--- config.mk ---
export PLATFORM = sky130hd
export DESIGN_NAME = brw_boot_rom_fetch
export DESIGN_NICKNAME = d
export VERILOG_FILES = /design/src/shared/brw_pkg.sv /design/src/design/brw_boot_rom_fetch.sv
export SDC_FILE = /design/constraint.sdc
export NUM_CORES = 1
export LEC_CHECK = 0
export ABC_AREA = 1
export BUFFER_PORTS_ARGS = -buffer_cell sky130_fd_sc_hd__buf_2
export CAP_MARGIN = 15
export CORE_UTILIZATION = 32
export DETAILED_ROUTE_END_ITERATION = 8
export GPL_TIMING_DRIVEN = 0
export HOLD_SLACK_MARGIN = 0.05
export PLACE_DENSITY = 0.59
export RECOVER_POWER = 25
export SLEW_MARGIN = 20
export SYNTH_ARGS = -nofsm -noshare
export SYNTH_HDL_FRONTEND = slang
export SYNTH_SLANG_ARGS = --single-unit
--- constraint.sdc ---
create_clock -name sys_clk -period 2.6 [get_ports sys_clk]
set_input_delay 0.13 -clock sys_clk [delete_from_list [all_inputs] [get_ports sys_clk]]
set_output_delay 0.13 -clock sys_clk [all_outputs]
set_load 0.05 [all_outputs]
--- src/shared/brw_pkg.sv ---
package brw_pkg;

  // register space of the device
  localparam logic [28:0] BRW_REG_BASE       = 29'h0320_0000;
  localparam logic [15:0] BRW_ROM_CTRL_OFS   = 16'h0080;
  localparam logic [15:0] BRW_CLK_CTRL_OFS   = 16'h0084;

  // boot location and rom bank 0 window
  localparam logic [28:0] BRW_BOOT_ADDR      = 29'h0000_0000;
  localparam logic [28:0] BRW_ROM0_LAST      = 29'h00FF_FFFF;

  // rom_bank0_control fields
  localparam logic [7:0]  BRW_ROM_CTRL_RESET = 8'h40;
  localparam int          BRW_NSEQ_LSB       = 0;
  localparam int          BRW_NSEQ_W         = 3;
  localparam int          BRW_BURST_LSB      = 3;
  localparam int          BRW_HALF_SPEED_BIT = 5;
  localparam int          BRW_WIDTH16_BIT    = 6;

  // non-sequential access length: slowest length, last code and fastest length
  localparam logic [4:0]  BRW_NSEQ_SLOWEST   = 5'h07;
  localparam logic [2:0]  BRW_NSEQ_LAST_CODE = 3'h5;
  localparam logic [4:0]  BRW_NSEQ_FASTEST   = 5'h02;

  // clock_divider_control fields: a set bit selects divide by 1
  localparam logic [7:0]  BRW_CLK_CTRL_RESET = 8'h00;
  localparam int          BRW_CPU_DIV1_BIT   = 0;
  localparam int          BRW_MEM_DIV1_BIT   = 1;
  localparam int          BRW_IO_DIV1_BIT    = 2;

  // rom location step in bytes
  localparam logic [28:0] BRW_LOC_STEP       = 29'h0000_0004;

  typedef struct packed {
    logic [28:0] addr;
  } brw_fetch_req_t;

  typedef struct packed {
    logic [28:0] addr;
    logic        cs_n;
    logic        oe_n;
  } brw_rom_pins_t;

endpackage

--- src/design/brw_boot_rom_fetch.sv ---
// Functional notes
// - after reset the width-select bit of rom_bank0_control is one, so fetches start as from a 16-bit rom.
// - after reset instruction fetching starts at physical address zero in rom bank 0.
// - in 16-bit mode each word is the low halves of two consecutive locations, first one low, next one high.
// - in 16-bit mode the upper 16 data bits of each rom location are thrown away.
// - a width change only affects fetches issued after the write; a fetch already issued keeps its width.
// - rom_bank0_control takes a byte write at offset 0x80 of the register base; zero means 32-bit, slowest, no burst.
// - after reset the cpu, memory and io clocks are divided by 2, and software may set each to divide by 1.
// - the non-sequential length from the low three bits doubles in 16-bit mode and doubles again at half speed.
`timescale 1ns/1ps
`default_nettype none
module brw_boot_rom_fetch (
  input  wire logic                    sys_clk,
  input  wire logic                    resetn,
  input  wire logic                    reg_sel,
  input  wire logic [15:0]             reg_addr,
  input  wire logic                    reg_wr,
  input  wire logic [7:0]              reg_wdata,
  output logic [7:0]                   reg_rdata,
  input  wire logic                    fetch_valid,
  input  wire brw_pkg::brw_fetch_req_t fetch_req,
  output logic                         fetch_ready,
  output logic                         fetch_ack,
  output logic [31:0]                  fetch_data,
  output logic [28:0]                  boot_addr,
  output brw_pkg::brw_rom_pins_t       rom_pins,
  input  wire logic [31:0]             rom_data,
  output logic                         cpu_clk_en,
  output logic                         mem_clk_en,
  output logic                         io_clk_en,
  output logic                         width16_active
);
  import brw_pkg::*;

  // rom data reaches the capture point two flip-flops late
  localparam logic [1:0] SYNC_AGE = 2'h2;

  typedef enum logic [1:0] {
    BRW_IDLE,
    BRW_FIRST,
    BRW_SECOND
  } brw_state_t;

  brw_state_t  state_reg, state_next;
  logic [7:0]  rom_ctrl_reg;
  logic [7:0]  clk_ctrl_reg;
  logic [2:0]  div_reg;
  logic [31:0] rom_s1_reg, rom_s2_reg;
  logic [28:0] loc_addr_reg;
  logic        wide16_reg;
  logic        half_reg;
  logic [2:0]  nseq_reg;
  logic [4:0]  cnt_reg;
  logic [15:0] low_half_reg;
  logic        ack_reg;
  logic [31:0] data_reg;
  logic        cs_reg;
  logic [1:0]  age_reg;

  // register decode
  wire         wr_rom_ctrl = reg_sel && reg_wr && (reg_addr == BRW_ROM_CTRL_OFS);
  wire         wr_clk_ctrl = reg_sel && reg_wr && (reg_addr == BRW_CLK_CTRL_OFS);
  wire         rd_rom_ctrl = reg_sel && (reg_addr == BRW_ROM_CTRL_OFS);
  wire         rd_clk_ctrl = reg_sel && (reg_addr == BRW_CLK_CTRL_OFS);

  assign reg_rdata = rd_rom_ctrl ? rom_ctrl_reg :
                     rd_clk_ctrl ? clk_ctrl_reg : 8'h00;

  always_ff @(posedge sys_clk or negedge resetn) begin
    if (!resetn) begin
      rom_ctrl_reg <= BRW_ROM_CTRL_RESET;
      clk_ctrl_reg <= BRW_CLK_CTRL_RESET;
    end else begin
      if (wr_rom_ctrl) begin
        rom_ctrl_reg <= reg_wdata;
      end
      if (wr_clk_ctrl) begin
        clk_ctrl_reg <= reg_wdata;
      end
    end
  end

  // one divider per clock; a divide-by-2 output pulses every other cycle
  genvar g;
  generate
    for (g = 0; g < 3; g++) begin : g_div
      always_ff @(posedge sys_clk or negedge resetn) begin
        if (!resetn) begin
          div_reg[g] <= 1'b0;
        end else begin
          div_reg[g] <= ~div_reg[g];
        end
      end
    end
  endgenerate

  assign cpu_clk_en = clk_ctrl_reg[BRW_CPU_DIV1_BIT] | div_reg[0];
  assign mem_clk_en = clk_ctrl_reg[BRW_MEM_DIV1_BIT] | div_reg[1];
  assign io_clk_en  = clk_ctrl_reg[BRW_IO_DIV1_BIT]  | div_reg[2];

  assign boot_addr = BRW_BOOT_ADDR;
  assign width16_active = rom_ctrl_reg[BRW_WIDTH16_BIT];

  // rom data comes from pins, so it is synchronised before use
  always_ff @(posedge sys_clk or negedge resetn) begin
    if (!resetn) begin
      rom_s1_reg <= 32'h0000_0000;
      rom_s2_reg <= 32'h0000_0000;
    end else begin
      rom_s1_reg <= rom_data;
      rom_s2_reg <= rom_s1_reg;
    end
  end

  // access length of one rom location, in memory clock ticks
  wire [4:0] nseq_base = (nseq_reg <= BRW_NSEQ_LAST_CODE) ?
                         (BRW_NSEQ_SLOWEST - {2'b00, nseq_reg}) : BRW_NSEQ_FASTEST;
  // per location doubled at half speed; two locations per word give the 16-bit doubling
  wire [4:0] loc_len   = half_reg ? {nseq_base[3:0], 1'b0} : nseq_base;
  // a location never ends before its own data has crossed the synchroniser,
  // so the fastest code without half speed at an undivided memory clock costs one extra cycle
  wire       loc_done  = mem_clk_en && (cnt_reg >= (loc_len - 5'd1)) && (age_reg == SYNC_AGE);

  wire       accept    = (state_reg == BRW_IDLE) && fetch_valid;
  wire       in_rom0   = fetch_req.addr <= BRW_ROM0_LAST;
  // in 16-bit mode word n sits in locations 2n and 2n+1
  wire [28:0] first_loc = rom_ctrl_reg[BRW_WIDTH16_BIT] ?
                          {fetch_req.addr[27:0], 1'b0} : fetch_req.addr;

  always_comb begin
    state_next = state_reg;
    case (state_reg)
      BRW_IDLE: begin
        if (accept) begin
          state_next = BRW_FIRST;
        end
      end
      BRW_FIRST: begin
        if (loc_done) begin
          state_next = wide16_reg ? BRW_SECOND : BRW_IDLE;
        end
      end
      BRW_SECOND: begin
        if (loc_done) begin
          state_next = BRW_IDLE;
        end
      end
      default: begin
        state_next = BRW_IDLE;
      end
    endcase
  end

  always_ff @(posedge sys_clk or negedge resetn) begin
    if (!resetn) begin
      state_reg <= BRW_IDLE;
    end else begin
      state_reg <= state_next;
    end
  end

  // width and timing are frozen per fetch when it is taken
  always_ff @(posedge sys_clk or negedge resetn) begin
    if (!resetn) begin
      wide16_reg   <= BRW_ROM_CTRL_RESET[BRW_WIDTH16_BIT];
      half_reg     <= 1'b0;
      nseq_reg     <= 3'h0;
      loc_addr_reg <= BRW_BOOT_ADDR;
      cs_reg       <= 1'b0;
    end else if (accept) begin
      wide16_reg   <= rom_ctrl_reg[BRW_WIDTH16_BIT];
      half_reg     <= rom_ctrl_reg[BRW_HALF_SPEED_BIT];
      nseq_reg     <= rom_ctrl_reg[BRW_NSEQ_LSB +: BRW_NSEQ_W];
      loc_addr_reg <= first_loc;
      cs_reg       <= in_rom0;
    end else if (loc_done && (state_reg == BRW_FIRST)) begin
      loc_addr_reg <= loc_addr_reg + BRW_LOC_STEP;
    end
  end

  always_ff @(posedge sys_clk or negedge resetn) begin
    if (!resetn) begin
      cnt_reg <= 5'd0;
    end else if (accept || loc_done) begin
      cnt_reg <= 5'd0;
    end else if (mem_clk_en && (state_reg != BRW_IDLE)) begin
      cnt_reg <= cnt_reg + 5'd1;
    end
  end

  // cycles spent on the current location, saturating
  always_ff @(posedge sys_clk or negedge resetn) begin
    if (!resetn) begin
      age_reg <= 2'h0;
    end else if (accept || loc_done) begin
      age_reg <= 2'h0;
    end else if (age_reg != SYNC_AGE) begin
      age_reg <= age_reg + 2'h1;
    end
  end

  // assembly of the answer word
  always_ff @(posedge sys_clk or negedge resetn) begin
    if (!resetn) begin
      low_half_reg <= 16'h0000;
      ack_reg      <= 1'b0;
      data_reg     <= 32'h0000_0000;
    end else begin
      ack_reg <= 1'b0;
      if (loc_done && (state_reg == BRW_FIRST)) begin
        if (wide16_reg) begin
          low_half_reg <= rom_s2_reg[15:0];
        end else begin
          data_reg <= rom_s2_reg;
          ack_reg  <= 1'b1;
        end
      end else if (loc_done && (state_reg == BRW_SECOND)) begin
        data_reg <= {rom_s2_reg[15:0], low_half_reg};
        ack_reg  <= 1'b1;
      end
    end
  end

  assign fetch_ready   = (state_reg == BRW_IDLE);
  assign fetch_ack     = ack_reg;
  assign fetch_data    = data_reg;
  assign rom_pins.addr = loc_addr_reg;
  assign rom_pins.cs_n = ~(cs_reg && (state_reg != BRW_IDLE));
  assign rom_pins.oe_n = (state_reg == BRW_IDLE);

endmodule
`default_nettype wire

### After elaboration in Yosys (flattened, before gate mapping)

Cells that the tools add are included.

| word-level totals | value |
|---|---|
| flip-flop bits (word level) | 176 |
| input bits | 90 |
| output and inout bits | 106 |
| logic and storage cells | 87 |

| cells by class | value |
|---|---|
| add/sub/neg operators | 5 |
| magnitude comparators | 3 |
| equal/unequal tests | 10 |
| mux-type cells | 22 |
| bitwise gates (word level) | 7 |
| reductions and logical operators | 22 |

Operators by type and width:

| cell | number |
|---|---|
| two-way mux 32 bit | 3 |
| two-way mux 29 bit | 3 |
| equality test 16 x 8 -> 1 bit (second input constant) | 2 |
| adder 29 x 3 -> 29 bit (second input constant) | 1 |
| <= comparator 29 x 24 -> 1 bit (second input constant) | 1 |
| two-way mux 5 bit | 4 |
| two-way mux 8 bit | 2 |
| logical AND 1 bit | 12 |
| two-way mux 2 bit | 6 |
| nonzero test 2 bit | 5 |
| != test 2 bit (second input constant) | 4 |
| one-hot mux 2 bit (3 select lines) | 1 |
| adder 5 x 1 -> 5 bit (second input constant) | 1 |
| greater-or-equal comparator 5 bit | 1 |
| subtractor 5 x 1 -> 5 bit (second input constant) | 1 |
| equality test 2 bit (second input constant) | 2 |
| inverter 1 bit | 4 |
| AND reduction 2 bit | 2 |
| subtractor 3 x 3 -> 4 bit (first input constant) | 1 |
| <= comparator 3 bit (second input constant) | 1 |
| two-way mux 1 bit | 3 |
| bitwise OR 1 bit | 3 |
| AND reduction 3 bit | 1 |
| adder 2 x 1 -> 2 bit (second input constant) | 1 |
| 4 further kinds | 4 |

### Depth between registers and ports, before layout

Gate-level depths: netlist of the first run.

| logic depth | value |
|---|---|
| depth in word-level cells | 10 |
| mapped depth | 19 |
| depth with buffers taken out | 18 |

### Least setup slack after synthesis of the first run

OpenSTA, ideal clock, no wires.

| path | value |
|---|---|
| kind | register to register |
| from | register nseq_reg[2] |
| to | register low_half_reg[12] |
| library setup time | 0.117 ns |
| arrival time | 2.429 ns |
| required time | 2.483 ns |
| path slack | 0.054 ns |
| stages on the path, launching flop included | 16 |
| path buffers | 1 |
| period minus slack after synthesis | 2.546 ns |
| cells stage by stage | dfrtp_1 > o21ai_0 > nor2_1 > o32ai_1 > ha_1 > nand2_1 > ha_1 > and3_1 > nand2_1 > nand2_2 > nand3_2 > nor2_4 > nand2_4 > buf_6 > nand2_2 > o21ai_2 |

| between the ends | value |
|---|---|
| cells in the longest elaborated chain, start to end | 9 |
| elaborated cells between the ends (all ways) | 10 |
| those cells by class | 2 x add/sub; 2 x order compare; 2 x mux; 4 x reduce/logical |

RTL lines:

| item | line | source |
|---|---|---|
| start: declaration | brw_boot_rom_fetch.sv:52 | `logic [2:0] nseq_reg;` |
| start signal: assignment | brw_boot_rom_fetch.sv:173 | `nseq_reg <= rom_ctrl_reg[BRW_NSEQ_LSB +: BRW_NSEQ_W];` |
| subtractor 3 x 3 -> 4 bit or <= comparator 3 bit (tied branches) | brw_boot_rom_fetch.sv:117, brw_boot_rom_fetch.sv:116 |  |
| two-way mux 5 bit (*) | brw_boot_rom_fetch.sv:116 | `wire [4:0] nseq_base = (nseq_reg <= BRW_NSEQ_LAST_CODE) ?` |
| two-way mux 5 bit (*) | brw_boot_rom_fetch.sv:119 | `wire [4:0] loc_len = half_reg ? {nseq_base[3:0], 1'b0} : nseq_base;` |
| subtractor 5 x 1 -> 5 bit (*) | brw_boot_rom_fetch.sv:122 | `wire loc_done = mem_clk_en && (cnt_reg >= (loc_len - 5'd1)) && (age_reg == SYNC_AGE);` |
| greater-or-equal comparator 5 bit (*) | brw_boot_rom_fetch.sv:122 |  |
| logical AND 1 bit (*) (2 in a row) | brw_boot_rom_fetch.sv:122 |  |
| logical AND 1 bit (*) | brw_boot_rom_fetch.sv:210 | `if (loc_done && (state_reg == BRW_FIRST)) begin` |
| AND reduction 2 bit (no line) (*) | -- |  |
| end signal: assignment | brw_boot_rom_fetch.sv:212 | `low_half_reg <= rom_s2_reg[15:0];` |
| end: declaration | brw_boot_rom_fetch.sv:54 | `logic [15:0] low_half_reg;` |

Every way passes the cells marked *; elsewhere a longest branch is shown, timed or not.
A chain may end at the register's enable or synchronous reset.

### Worst setup path after layout of the first run

| path | value |
|---|---|
| from | register half_reg |
| to | register low_half_reg[11] |

| between the ends | value |
|---|---|
| cells in the longest elaborated chain, start to end | 7 |

RTL lines:

| item | line | source |
|---|---|---|
| start: declaration | brw_boot_rom_fetch.sv:51 | `logic half_reg;` |
| start signal: assignment | brw_boot_rom_fetch.sv:172 | `half_reg <= rom_ctrl_reg[BRW_HALF_SPEED_BIT];` |
| two-way mux 5 bit | brw_boot_rom_fetch.sv:119 |  |
| subtractor 5 x 1 -> 5 bit | brw_boot_rom_fetch.sv:122 |  |
| greater-or-equal comparator 5 bit | brw_boot_rom_fetch.sv:122 |  |
| logical AND 1 bit (2 in a row) | brw_boot_rom_fetch.sv:122 |  |
| logical AND 1 bit | brw_boot_rom_fetch.sv:210 |  |
| AND reduction 2 bit (no line) | -- |  |

No other way between the ends.

==> results of run 1 <==
## repair_timing
action / 4_1_cts / 5_1_grt
setup buffers: 14 / 8
gates resized for setup: 55 / 94
pin swaps: 13 / 22
gates cloned: 0 / 7
endpoints found under the setup margin: 78 / 85
endpoints found under the hold margin: 129 / 0
hold buffers: 46 / 0
## worst max path at each step
stage / from / to / slack, ps / cells after the start
after floorplan: nseq_reg[2] / low_half_reg[12] / 50 / 15
after global placement: resetn / loc_addr_reg[8] / -1500 / 1
after detailed placement: nseq_reg[2] / low_half_reg[4] / -310 / 15
after CTS: nseq_reg[1] / fetch_data[7] / -90 / 18
after global routing: half_reg / fetch_data[4] / -290 / 17
final: half_reg / low_half_reg[11] / -130 / 16
## power by group through the flow
stage	clock network (mW)	registers [mW]	logic, mW
floorplan	0	5.32	2.20
global placement	0	3.98	4.82
detailed placement	0	3.99	4.90
CTS	2.69	3.95	5.46
global route	2.79	4.09	6.76
finish	2.64	4.00	6.22
## stage by stage
stage               hold WS, ps  cell area, sq um
floorplan                -165.6              8471
global placement          238.0              9709
detailed placement        161.6              9747
CTS                       79.35             11090
global route              115.2             11660
finish                    93.66             11660
## kinds of logic after synthesis
family,Yosys count,share of synthesized area [%]
flops,176,52.68
buf+inv,146,8.929
xor+xnor,18,1.885
fa+ha+maj,9,1.346
compound gates,109,7.703
other cells,1,0.04483
mux,2,0.2393
simple gates,547,27.18
## synthesized netlist by cell type, types with 6 or more instances
master    instances
clkbuf_1          9
xor2_1           11
xnor2_1           7
o211ai_1          9
buf_2            18
o21ai_2          17
nand2_2           6
a21oi_1           7
o21ai_0          54
nor2_1           79
o21ai_1          18
inv_1            71
dfrtp_1         174
inv_2             6
buf_6             7
ha_1              9
buf_4            33
nand3_1          42
nand2_1         386
## area by class of cell
cell class,instances,share of cell area [%]
Clock inverter,15,1.598
Sequential cell,176,37.79
Tap cell,330,3.540
Clock buffer,17,3.647
Inverter,79,2.628
Buffer,67,4.935
Multi-Input combinational cell,714,31.57
Timing Repair Buffer,240,14.29
## per-layer routing
layer	routed length, microns	global-route usage [%]	share of wire [%]
met3	1089	2.717	4.5
met4	418	6.061	1.7
met5	0	0	0
met1	10610	24.30	44
met2	11970	29.97	50
## worst max-delay path: stages (launching register included)
cell and delay, ps:
dfrtp_1 430, inv_2 100, nor2_4 40, buf_4 130, o32ai_2 240, ha_2 250, nand2_2 80, ha_4 290
and3_4 190, nand2_4 60, nand2_8 70, nand3_4 80, nor2_4 210, nand2_4 140, clkbuf_16 200, nand2_4 50
o21ai_2 50
==> results by group, run 1 <==
Cells and area
  • Net count, final: 1,394
  • FF+latch area: 0.004408 sq mm
  • Share of cells above drive strength 1: 30.28%
  • Antenna fix cells: 0
  • Multi-input gate area: 0.003682 sq mm
  • Most common cell after layout, fill and taps aside: nand2_1
  • Post-Route Utilization: 45.92%
  • Most frequent cells in the layout: nand2_1, dfrtp_1, buf_2, inv_1, nor2_1
  • Final cell count without fillers: 1,638
  • Area added between synthesis and finish: 39.43%
  • Fillers: 2,474

Pwr
  • PD cells: 1102 mW/mm^2
  • Reg power frac: 31.1%
  • Proportion of power drawn by combinational gates: 48.3%
  • Sw Share: 45.88%
  • Leakage: 5.918 nW
  • VDD IR max: 0.7685 mV
  • Switching pwr: 5.899 mW
  • Overall Power: 12.86 mW
  • Clock Power Share: 20.5%
  • P_int: 6.958 mW

Setup path
  • Worst setup SP type: flip-flop
  • WS Path Type: flip-flop to flip-flop
  • Worst r2r src: half_reg
  • Worst Reg-to-Reg Cells: 16
  • Flop-to-flop setup slack: -130 ps
  • Crit path max fanout: 6
  • Worst R2R End: low_half_reg[11]
  • Arrival time of the worst setup path: 3060 ps
  • Critical Path RT: 2930 ps
  • CP endpoint kind: flip-flop

GRT
  • First-pass GRT wire length: 37.29 mm
  • Initial antenna violation count: 0
  • GRT Total Usage: 18.16%
  • GRT overflow: 0
  • Largest net degree at the start of global routing: 98
  • Vias in the first global route: 7,071

Synthesis
  • Cell count after synthesis: 1,008
  • Synth warn: 0
  • Sequential fraction of the synthesis area: 52.68%
  • Top-area cell type share of the netlist area: 52.05%
  • Ys flop type: dfrtp_1
  • Mean Syn Cell Area: 8.299 sq um
  • Synth area leaders: dfrtp_1, nand2_1, nor2_1, o21ai_0, inv_1
  • Mapped Area: 0.008366 sq mm
  • Cell taking the most area after synthesis: dfrtp_1
  • Synth async-reset ratio: 100.0%
  • EDFF count, synth: 0
  • Yosys reg bits: 176
  • Yosys cell types: 39

Routing
  • Via-to-Cell Ratio: 4.519
  • Antenna-violating nets left: 0
  • Detailed Route Iter0 Violations: 449
  • Routed length per placed instance: 14.71 microns
  • DRC: 0
  • Pre-antenna DRT Iters: 5
  • DRT Wirelength: 24.09 mm
  • Vias: 7,402

Hold path
  • HP Start: fetch_req[2]
  • Hold EP: loc_addr_reg[3]
  • Hold Path Class: input port to flip-flop
  • Hold path cells: 5

Placed design
  • GP Congestion: 0.8761
  • Placed Cells: 1,532
  • Dpl ws: -308.7 ps
  • DP HPWL: 16.92 mm
  • IO buf count: 165

Timing
  • Worst-case clock skew: 11.17 ps
  • Fmax achieved: 365.8 MHz
  • Rel. slew slack: -35.40%
  • Fin crit share: 105.2%
  • Unrepaired setup endpoints after global routing: true
  • Fin crit period: 2734 ps
  • Final setup TNS: -6891 ps
  • Final Hold Viols: 0
  • Slew @ Worst Pin: 2031 ps
  • Final worst slack: -134.0 ps
  • Fin. max-slew vios: 80
  • Final Setup Violations: 76

Run status
  • Outcome: finished with violations
  • Failing checks: max-capacitance violations, max-slew violations, negative setup slack

Floorplanning
  • Die area: 0.02679 sq mm
  • I/O Pins: 196
  • Die Height: 163.7 microns
  • Rows: 58
  • Starting density of the core: 32.94%
  • Chip width: 163.7 microns
  • Core area: 0.02540 sq mm

CTS
  • CTS Buf Count: 17
  • Max H-tree Level: 4
  • Max Buffers Root-to-Sink: 2
  • CTS sink cnt: 176
  • CTS tree: built
  • Worst-path clk slew: 80 ps
  • Clock Tree Root: clkbuf_16
  • Clk Latency, worst-skew pair: 430 ps

Job
  • Max cap viols: 1
(Power assumes the default switching activity.)
==> run 2, diff against run 1 <==
Settings changed: ABC_AREA 1 to default, PLACE_DENSITY 0.59 to 0.6.
==> run 2 against run 1 <==
- the run still ends with max-capacitance violations, max-slew violations, negative setup slack left
- sequential cell count stayed put
- clock-buffer cell count stayed put
- sequential share of layout area is 2.5 points higher
- non-clock buffer count is 7 higher
- register-to-register slack better by 50 ps
- final area is 6.3% lower
- maximum frequency is 1.8% higher
- core utilization is 1.9 points higher
- clock skew is 4.3 ps higher
- critical endpoint is now loc_addr_reg[25]
- largest cell class unchanged
==> results by group, run 2 <==
Run status
  • Outcome: finished with violations
  • Failing checks: max-capacitance violations, max-slew violations, negative setup slack

Timing
  • Fin crit period: 2686 ps
  • Final Setup Violations: 49
  • Final worst slack: -85.87 ps
  • Fin crit share: 103.3%
  • Slew @ Worst Pin: 2117 ps
  • Worst-case clock skew: 15.51 ps
  • Unrepaired setup endpoints after global routing: true
  • Rel. slew slack: -41.11%
  • Final Hold Viols: 0
  • Fmax achieved: 372.3 MHz
  • Fin. max-slew vios: 81

Floorplanning
  • Starting density of the core: 32.91%
  • Core area: 0.02285 sq mm
  • Die Height: 155.3 microns
  • Die area: 0.02412 sq mm
  • Rows: 55
  • I/O Pins: 196
  • Chip width: 155.3 microns

GRT
  • Largest net degree at the start of global routing: 97
  • First-pass GRT wire length: 32.43 mm
  • GRT Total Usage: 17.70%
  • GRT overflow: 0
  • Initial antenna violation count: 0
  • Vias in the first global route: 5,979

Routing
  • Routed length per placed instance: 16.35 microns
  • Pre-antenna DRT Iters: 5
  • DRC: 0
  • DRT Wirelength: 21.29 mm
  • Vias: 6,124
  • Detailed Route Iter0 Violations: 309
  • Antenna-violating nets left: 0
  • Via-to-Cell Ratio: 4.704

Setup path
  • Crit path largest cell delay: 430 ps
  • Crit path max fanout: 6
  • Critical Path RT: 2920 ps
  • Critical path depth: 11
  • WS Path Type: flip-flop to flip-flop
  • CP endpoint kind: flip-flop
  • Worst Reg-to-Reg Cells: 11
  • Arrival time of the worst setup path: 3010 ps
  • Worst path slowest cell: or4_4
  • Cell family with most CP delay: simple AND/OR/NAND/NOR gates
  • Worst Path Buf+Inv: 1
  • Worst setup SP type: flip-flop
  • Crit path cell chain: a21o_1 -> or2_4 -> ha_4 -> xnor2_2 -> ha_1 -> nand3_2 -> nor2_4 -> a21oi_4 -> buf_4 -> or4_4 -> o311a_1

Synthesis
  • Sequential fraction of the synthesis area: 58.60%
  • Cell taking the most area after synthesis: dfrtp_1
  • Yosys cell types: 50
  • Synth area leaders: dfrtp_1, nand2_1, mux2_2, buf_4, nor2_1
  • Yosys reg bits: 176
  • Synth async-reset ratio: 100.0%
  • Top-area cell type share of the netlist area: 57.90%
  • Most common cell in the netlist: dfrtp_1
  • Ys flop type: dfrtp_1
  • Commonest cells in the netlist: dfrtp_1, nand2_1, nor2_1
  • Synth warn: 0
  • Cell count after synthesis: 681
  • Mean Syn Cell Area: 11.04 sq um
  • EDFF count, synth: 0
  • Mapped Area: 0.007520 sq mm

CTS
  • Max Buffers Root-to-Sink: 2
  • CTS sink cnt: 176
  • CTS tree: built
  • CTS Buf Count: 17
  • Worst-path clk slew: 70 ps
  • Clk Latency, worst-skew pair: 440 ps
  • Max H-tree Level: 4
  • Clock Tree Root: clkbuf_16

Placed design
  • DP HPWL: 14.08 mm
  • Dpl ws: -601.3 ps
  • GP Congestion: 0.8189
  • IO buf count: 166

Cells and area
  • FF+latch area: 0.004407 sq mm
  • Area added between synthesis and finish: 45.37%
  • Post-Route Utilization: 47.85%
  • Fillers: 2,147
  • Most frequent cells in the layout: dfrtp_1, buf_2, nand2_1, dlygate4sd3_1, nor2_1
  • Net count, final: 1,075
  • Antenna fix cells: 0
  • Share of cells above drive strength 1: 38.73%
  • Multi-input gate area: 0.003243 sq mm
  • Most common cell after layout, fill and taps aside: dfrtp_1

Job
  • Max cap viols: 1

Hold path
  • Hold Path Class: input port to flip-flop
  • Hold path cells: 3

Pwr
  • Overall Power: 11.53 mW
  • Leakage: 5.051 nW
  • VDD IR max: 0.5985 mV
  • PD cells: 1055 mW/mm^2
run 2: power breakdown:
part           internal, mW  total [mW]  leakage (nW)  switching [mW]
Clock                  1.31        2.57         0.291            1.26
Sequential             3.33        3.89          2.12           0.566
Combinational          1.60        5.07          2.64            3.47
Total                  6.23        11.5          5.05            5.30
run 2: worst register-to-register path, delay by kind of cell (launching register included):
family | cells | cell delay [ps]
buffers and inverters | 1 | 170
DFF | 1 | 380
and+or+nand+nor | 4 | 850
adders and majority gates | 2 | 450
xor gates and xnor gates | 1 | 130
AOI/OAI and AO/OA | 3 | 590
run 2: layer usage:
metal | GRT usage, % | vias to the layer above | wire, microns
met1 | 23.08 | 3014 | 9583
li1 | - | 2911 | -
met5 | 0 | - | 0
met4 | 5.415 | 0 | 258
met3 | 4.791 | 18 | 1112
met2 | 28.70 | 181 | 10330
run 2: cells by family after synthesis:
family / Yosys count / share of synthesized area, %
buffers and inverters: 77 / 5.491
and+or+nand+nor: 247 / 15.86
xor gates and xnor gates: 20 / 2.329
muxes: 40 / 5.857
other: 1 / 0.04987
AOI/OAI and AO/OA: 111 / 10.32
adders and majority gates: 9 / 1.498
DFF: 176 / 58.60
run 2: final cells by class:
class	count	area share (%)
Inverter	11	0.3777
Multi-Input combinational cell	456	29.67
Clock inverter	15	1.671
Buffer	64	4.841
Clock buffer	17	3.892
Tap cell	313	3.582
Sequential cell	176	40.31
Timing Repair Buffer	250	15.66
run 2: path summary, 6_finish.rpt:
check                               start               end  slack (ps)
max in group asynchronous          resetn   rom_ctrl_reg[6]         420
setup reg to reg              nseq_reg[2]  loc_addr_reg[25]         -90
setup / recovery              nseq_reg[2]  loc_addr_reg[25]         -90
min in group asynchronous          resetn    rom_s2_reg[17]         850
hold / removal               fetch_req[3]   loc_addr_reg[3]          70
hold reg to reg            rom_s1_reg[25]    rom_s2_reg[25]         350
run 2: metrics by stage:
stage | setup TNS [ps] | cell area [sq um] | hold slack, ps | instances
after CTS | -1719 | 10610 | 68.30 | 1294
after detailed placement | -25470 | 8942 | 184.1 | 1189
after global placement | -282450 | 8905 | 237.8 | 1188
final | -1948 | 10930 | 74.71 | 1302
after global routing | -7792 | 10930 | 83.60 | 1302
after floorplan | 0 | 7682 | -165.6 | 709
run 2: repair_timing:
action | CTS | global route
gates resized for setup | 74 | 56
pin swaps | 28 | 68
hold endpoints to repair | 145 | 0
hold buffers | 61 | 0
cloned | 3 | 1
setup endpoints to repair | 86 | 84
buffers inserted | 10 | 8
==> run 3, diff against run 2 <==
Settings changed: ABC_AREA from default to 1, CORE_MARGIN from default to 2, PLACE_DENSITY 0.6 to 0.59.
==> run 3 against run 2 <==
- the run still ends with max-capacitance violations, max-slew violations, negative setup slack left
- sequential cell count stayed put
- final area up 4.8%
- non-clock buffer count is 13 lower
- sequential share of layout area decreased by 1.8 points
- die area rose by 14%
- setup slack worse by 7.1 ps
- clock power up 7%
- maximum frequency is 0.26% lower
- final cell count rose by 26%
- sequential power is 3% higher
- critical path type unchanged
- highest routed layer unchanged
==> results by group, run 3 (synthesized netlist as in run 1, its figures left out) <==
Timing
  • Final Hold Viols: 0
  • Fin. max-slew vios: 83
  • Rel. slew slack: -41.15%
  • Final setup TNS: -3251 ps
  • Unrepaired setup endpoints after global routing: true
  • Final Setup Violations: 64
  • Fmax achieved: 371.3 MHz
  • Final worst slack: -92.97 ps
  • Fin crit share: 103.6%
  • Fin crit period: 2693 ps
  • Slew @ Worst Pin: 2117 ps
  • Worst-case clock skew: 11.84 ps

Routing
  • Routed length per placed instance: 14.53 microns
  • Via-to-Cell Ratio: 4.468
  • Pre-antenna DRT Iters: 5
  • DRC: 0
  • Antenna-violating nets left: 0
  • Vias: 7,318
  • Detailed Route Iter0 Violations: 457
  • DRT Wirelength: 23.80 mm

Floorplanning
  • Die area: 0.02745 sq mm
  • Starting density of the core: 32.38%
  • Chip width: 165.7 microns
  • Rows: 59
  • Core area: 0.02584 sq mm
  • Die Height: 165.7 microns
  • I/O Pins: 196

Pwr
  • Leakage: 5.838 nW
  • PD cells: 1097 mW/mm^2
  • VDD IR max: 0.6848 mV

CTS
  • Worst-path clk slew: 70 ps
  • CTS tree: built
  • CTS sink cnt: 176
  • Max Buffers Root-to-Sink: 2
  • Clk Latency, worst-skew pair: 430 ps
  • Clock Tree Root: clkbuf_16
  • Max H-tree Level: 4
  • CTS Buf Count: 17

Job
  • Max cap viols: 1

Cells and area
  • Share of cells above drive strength 1: 29.03%
  • Fillers: 2,569
  • Final instance area: 0.01145 sq mm
  • Final cell count without fillers: 1,638
  • Most common cell after layout, fill and taps aside: nand2_1
  • Net count, final: 1,388
  • Area added between synthesis and finish: 36.90%
  • Most frequent cells in the layout: nand2_1, dfrtp_1, buf_2, inv_1, nor2_1

GRT
  • Vias in the first global route: 7,219
  • Largest net degree at the start of global routing: 95
  • GRT overflow: 0
  • First-pass GRT wire length: 38.32 mm
  • GRT Total Usage: 17.57%
  • Initial antenna violation count: 1

Placed design
  • IO buf count: 165
  • Dpl ws: -338.3 ps
  • Dpl cell area: 0.009753 sq mm
  • GP Congestion: 0.8979
  • Placed Cells: 1,537
  • DP HPWL: 16.97 mm

Setup path
  • Worst path slowest cell: dfrtp_2
  • Worst setup SP type: flip-flop
  • Critical Path RT: 2920 ps
  • Cell family with most CP delay: simple AND/OR/NAND/NOR gates
  • Arrival time of the worst setup path: 3020 ps
  • Crit path cell chain: o21ai_2 -> o21ai_2 -> nor2_2 -> o32ai_2 -> ha_2 -> xnor2_2 -> ha_1 -> and3_4 -> nand2_4 -> nand2_4 -> nand3_4 -> nor2_4 -> nand2_4 -> buf_6 -> nand2_1 -> o21ai_2
  • Crit path max fanout: 10
  • Flop-to-flop setup slack: -90 ps
  • Worst Path Buf+Inv: 1
  • WS Path Type: flip-flop to flip-flop
  • Crit path largest cell delay: 460 ps
  • CP endpoint kind: flip-flop

Hold path
  • Hold Path Class: input port to flip-flop

Run status
  • Outcome: finished with violations
  • Failing checks: max-capacitance violations, max-slew violations, negative setup slack
-- run 3: cell count changes in the layout (fill, tap and decap cells not counted), moves of 23 or more --
cell and delta:
nand2_1 +293, nor2b_1 -24, o21ai_2 +27, o21ai_0 +44, inv_1 +58, nand3_1 +33
a31oi_1 -29, a211oi_1 -23, mux2_2 -32
-- run 3: worst paths after layout --
kind / from / endpoint / cells after the start
hold reg to reg: rom_s1_reg[15] / rom_s2_reg[15] / 0
setup reg to reg: nseq_reg[2] / low_half_reg[4] / 16
min in group asynchronous: resetn / loc_addr_reg[14] / 2
max in group asynchronous: resetn / fetch_data[28] / 2
hold / removal: fetch_req[25] / loc_addr_reg[25] / 5
setup / recovery: nseq_reg[2] / low_half_reg[4] / 16
-- run 3: report_power, final --
| group | internal [mW] | switching (mW) |
|---|---|---|
| Sequential | 3.38 | 0.611 |
| Clock | 1.49 | 1.26 |
| Combinational | 1.96 | 3.87 |
-- run 3: worst min-delay path: stages --
cell	delay [ps]
buf_2	110
nand2_1	60
o211ai_1	90
nand2_1	70
nor2_1	40
-- run 3: what timing repair did --
| item | in CTS | in global routing |
|---|---|---|
| pin swaps | 14 | 14 |
| setup buffers | 14 | 4 |
| hold buffers | 47 | 0 |
| gates resized for setup | 69 | 42 |
| endpoints found under the setup margin | 78 | 85 |
| hold endpoints to repair | 134 | 0 |
| cloned | 2 | 2 |
-- run 3: metal layers --
layer | wire [microns] | global-route usage [%]
met3 | 972 | 3.584
met5 | 0 | 0
met1 | 10500 | 23.24
met2 | 11790 | 28.81
met4 | 529 | 5.974
-- run 3: cell type report --
cell class	count	area (sq um)	share of cell area [%]
clock buffer	17	425.4	3.715
buffer	67	533.0	4.654
tap	335	419.2	3.660
multi-input combinational	714	3587	31.32
timing repair buffer	234	1570	13.71
inverter	79	299.0	2.611
sequential	176	4408	38.49
clock inverter	15	207.7	1.814
antenna	1	2.502	0.02185
-- run 3: metrics by stage --
| stage | utilization, % | hold slack [ps] | power [mW] |
|---|---|---|---|
| after detailed placement | 37.75 | 167.3 | 8.854 |
| final | 44.32 | 107.4 | 12.56 |
| after global placement | 37.60 | 238.6 | 8.799 |
| after CTS | 43.45 | 86.14 | 12.22 |
| after floorplan | - | -165.6 | 7.519 |
| after global routing | 44.32 | 132.5 | 13.34 |
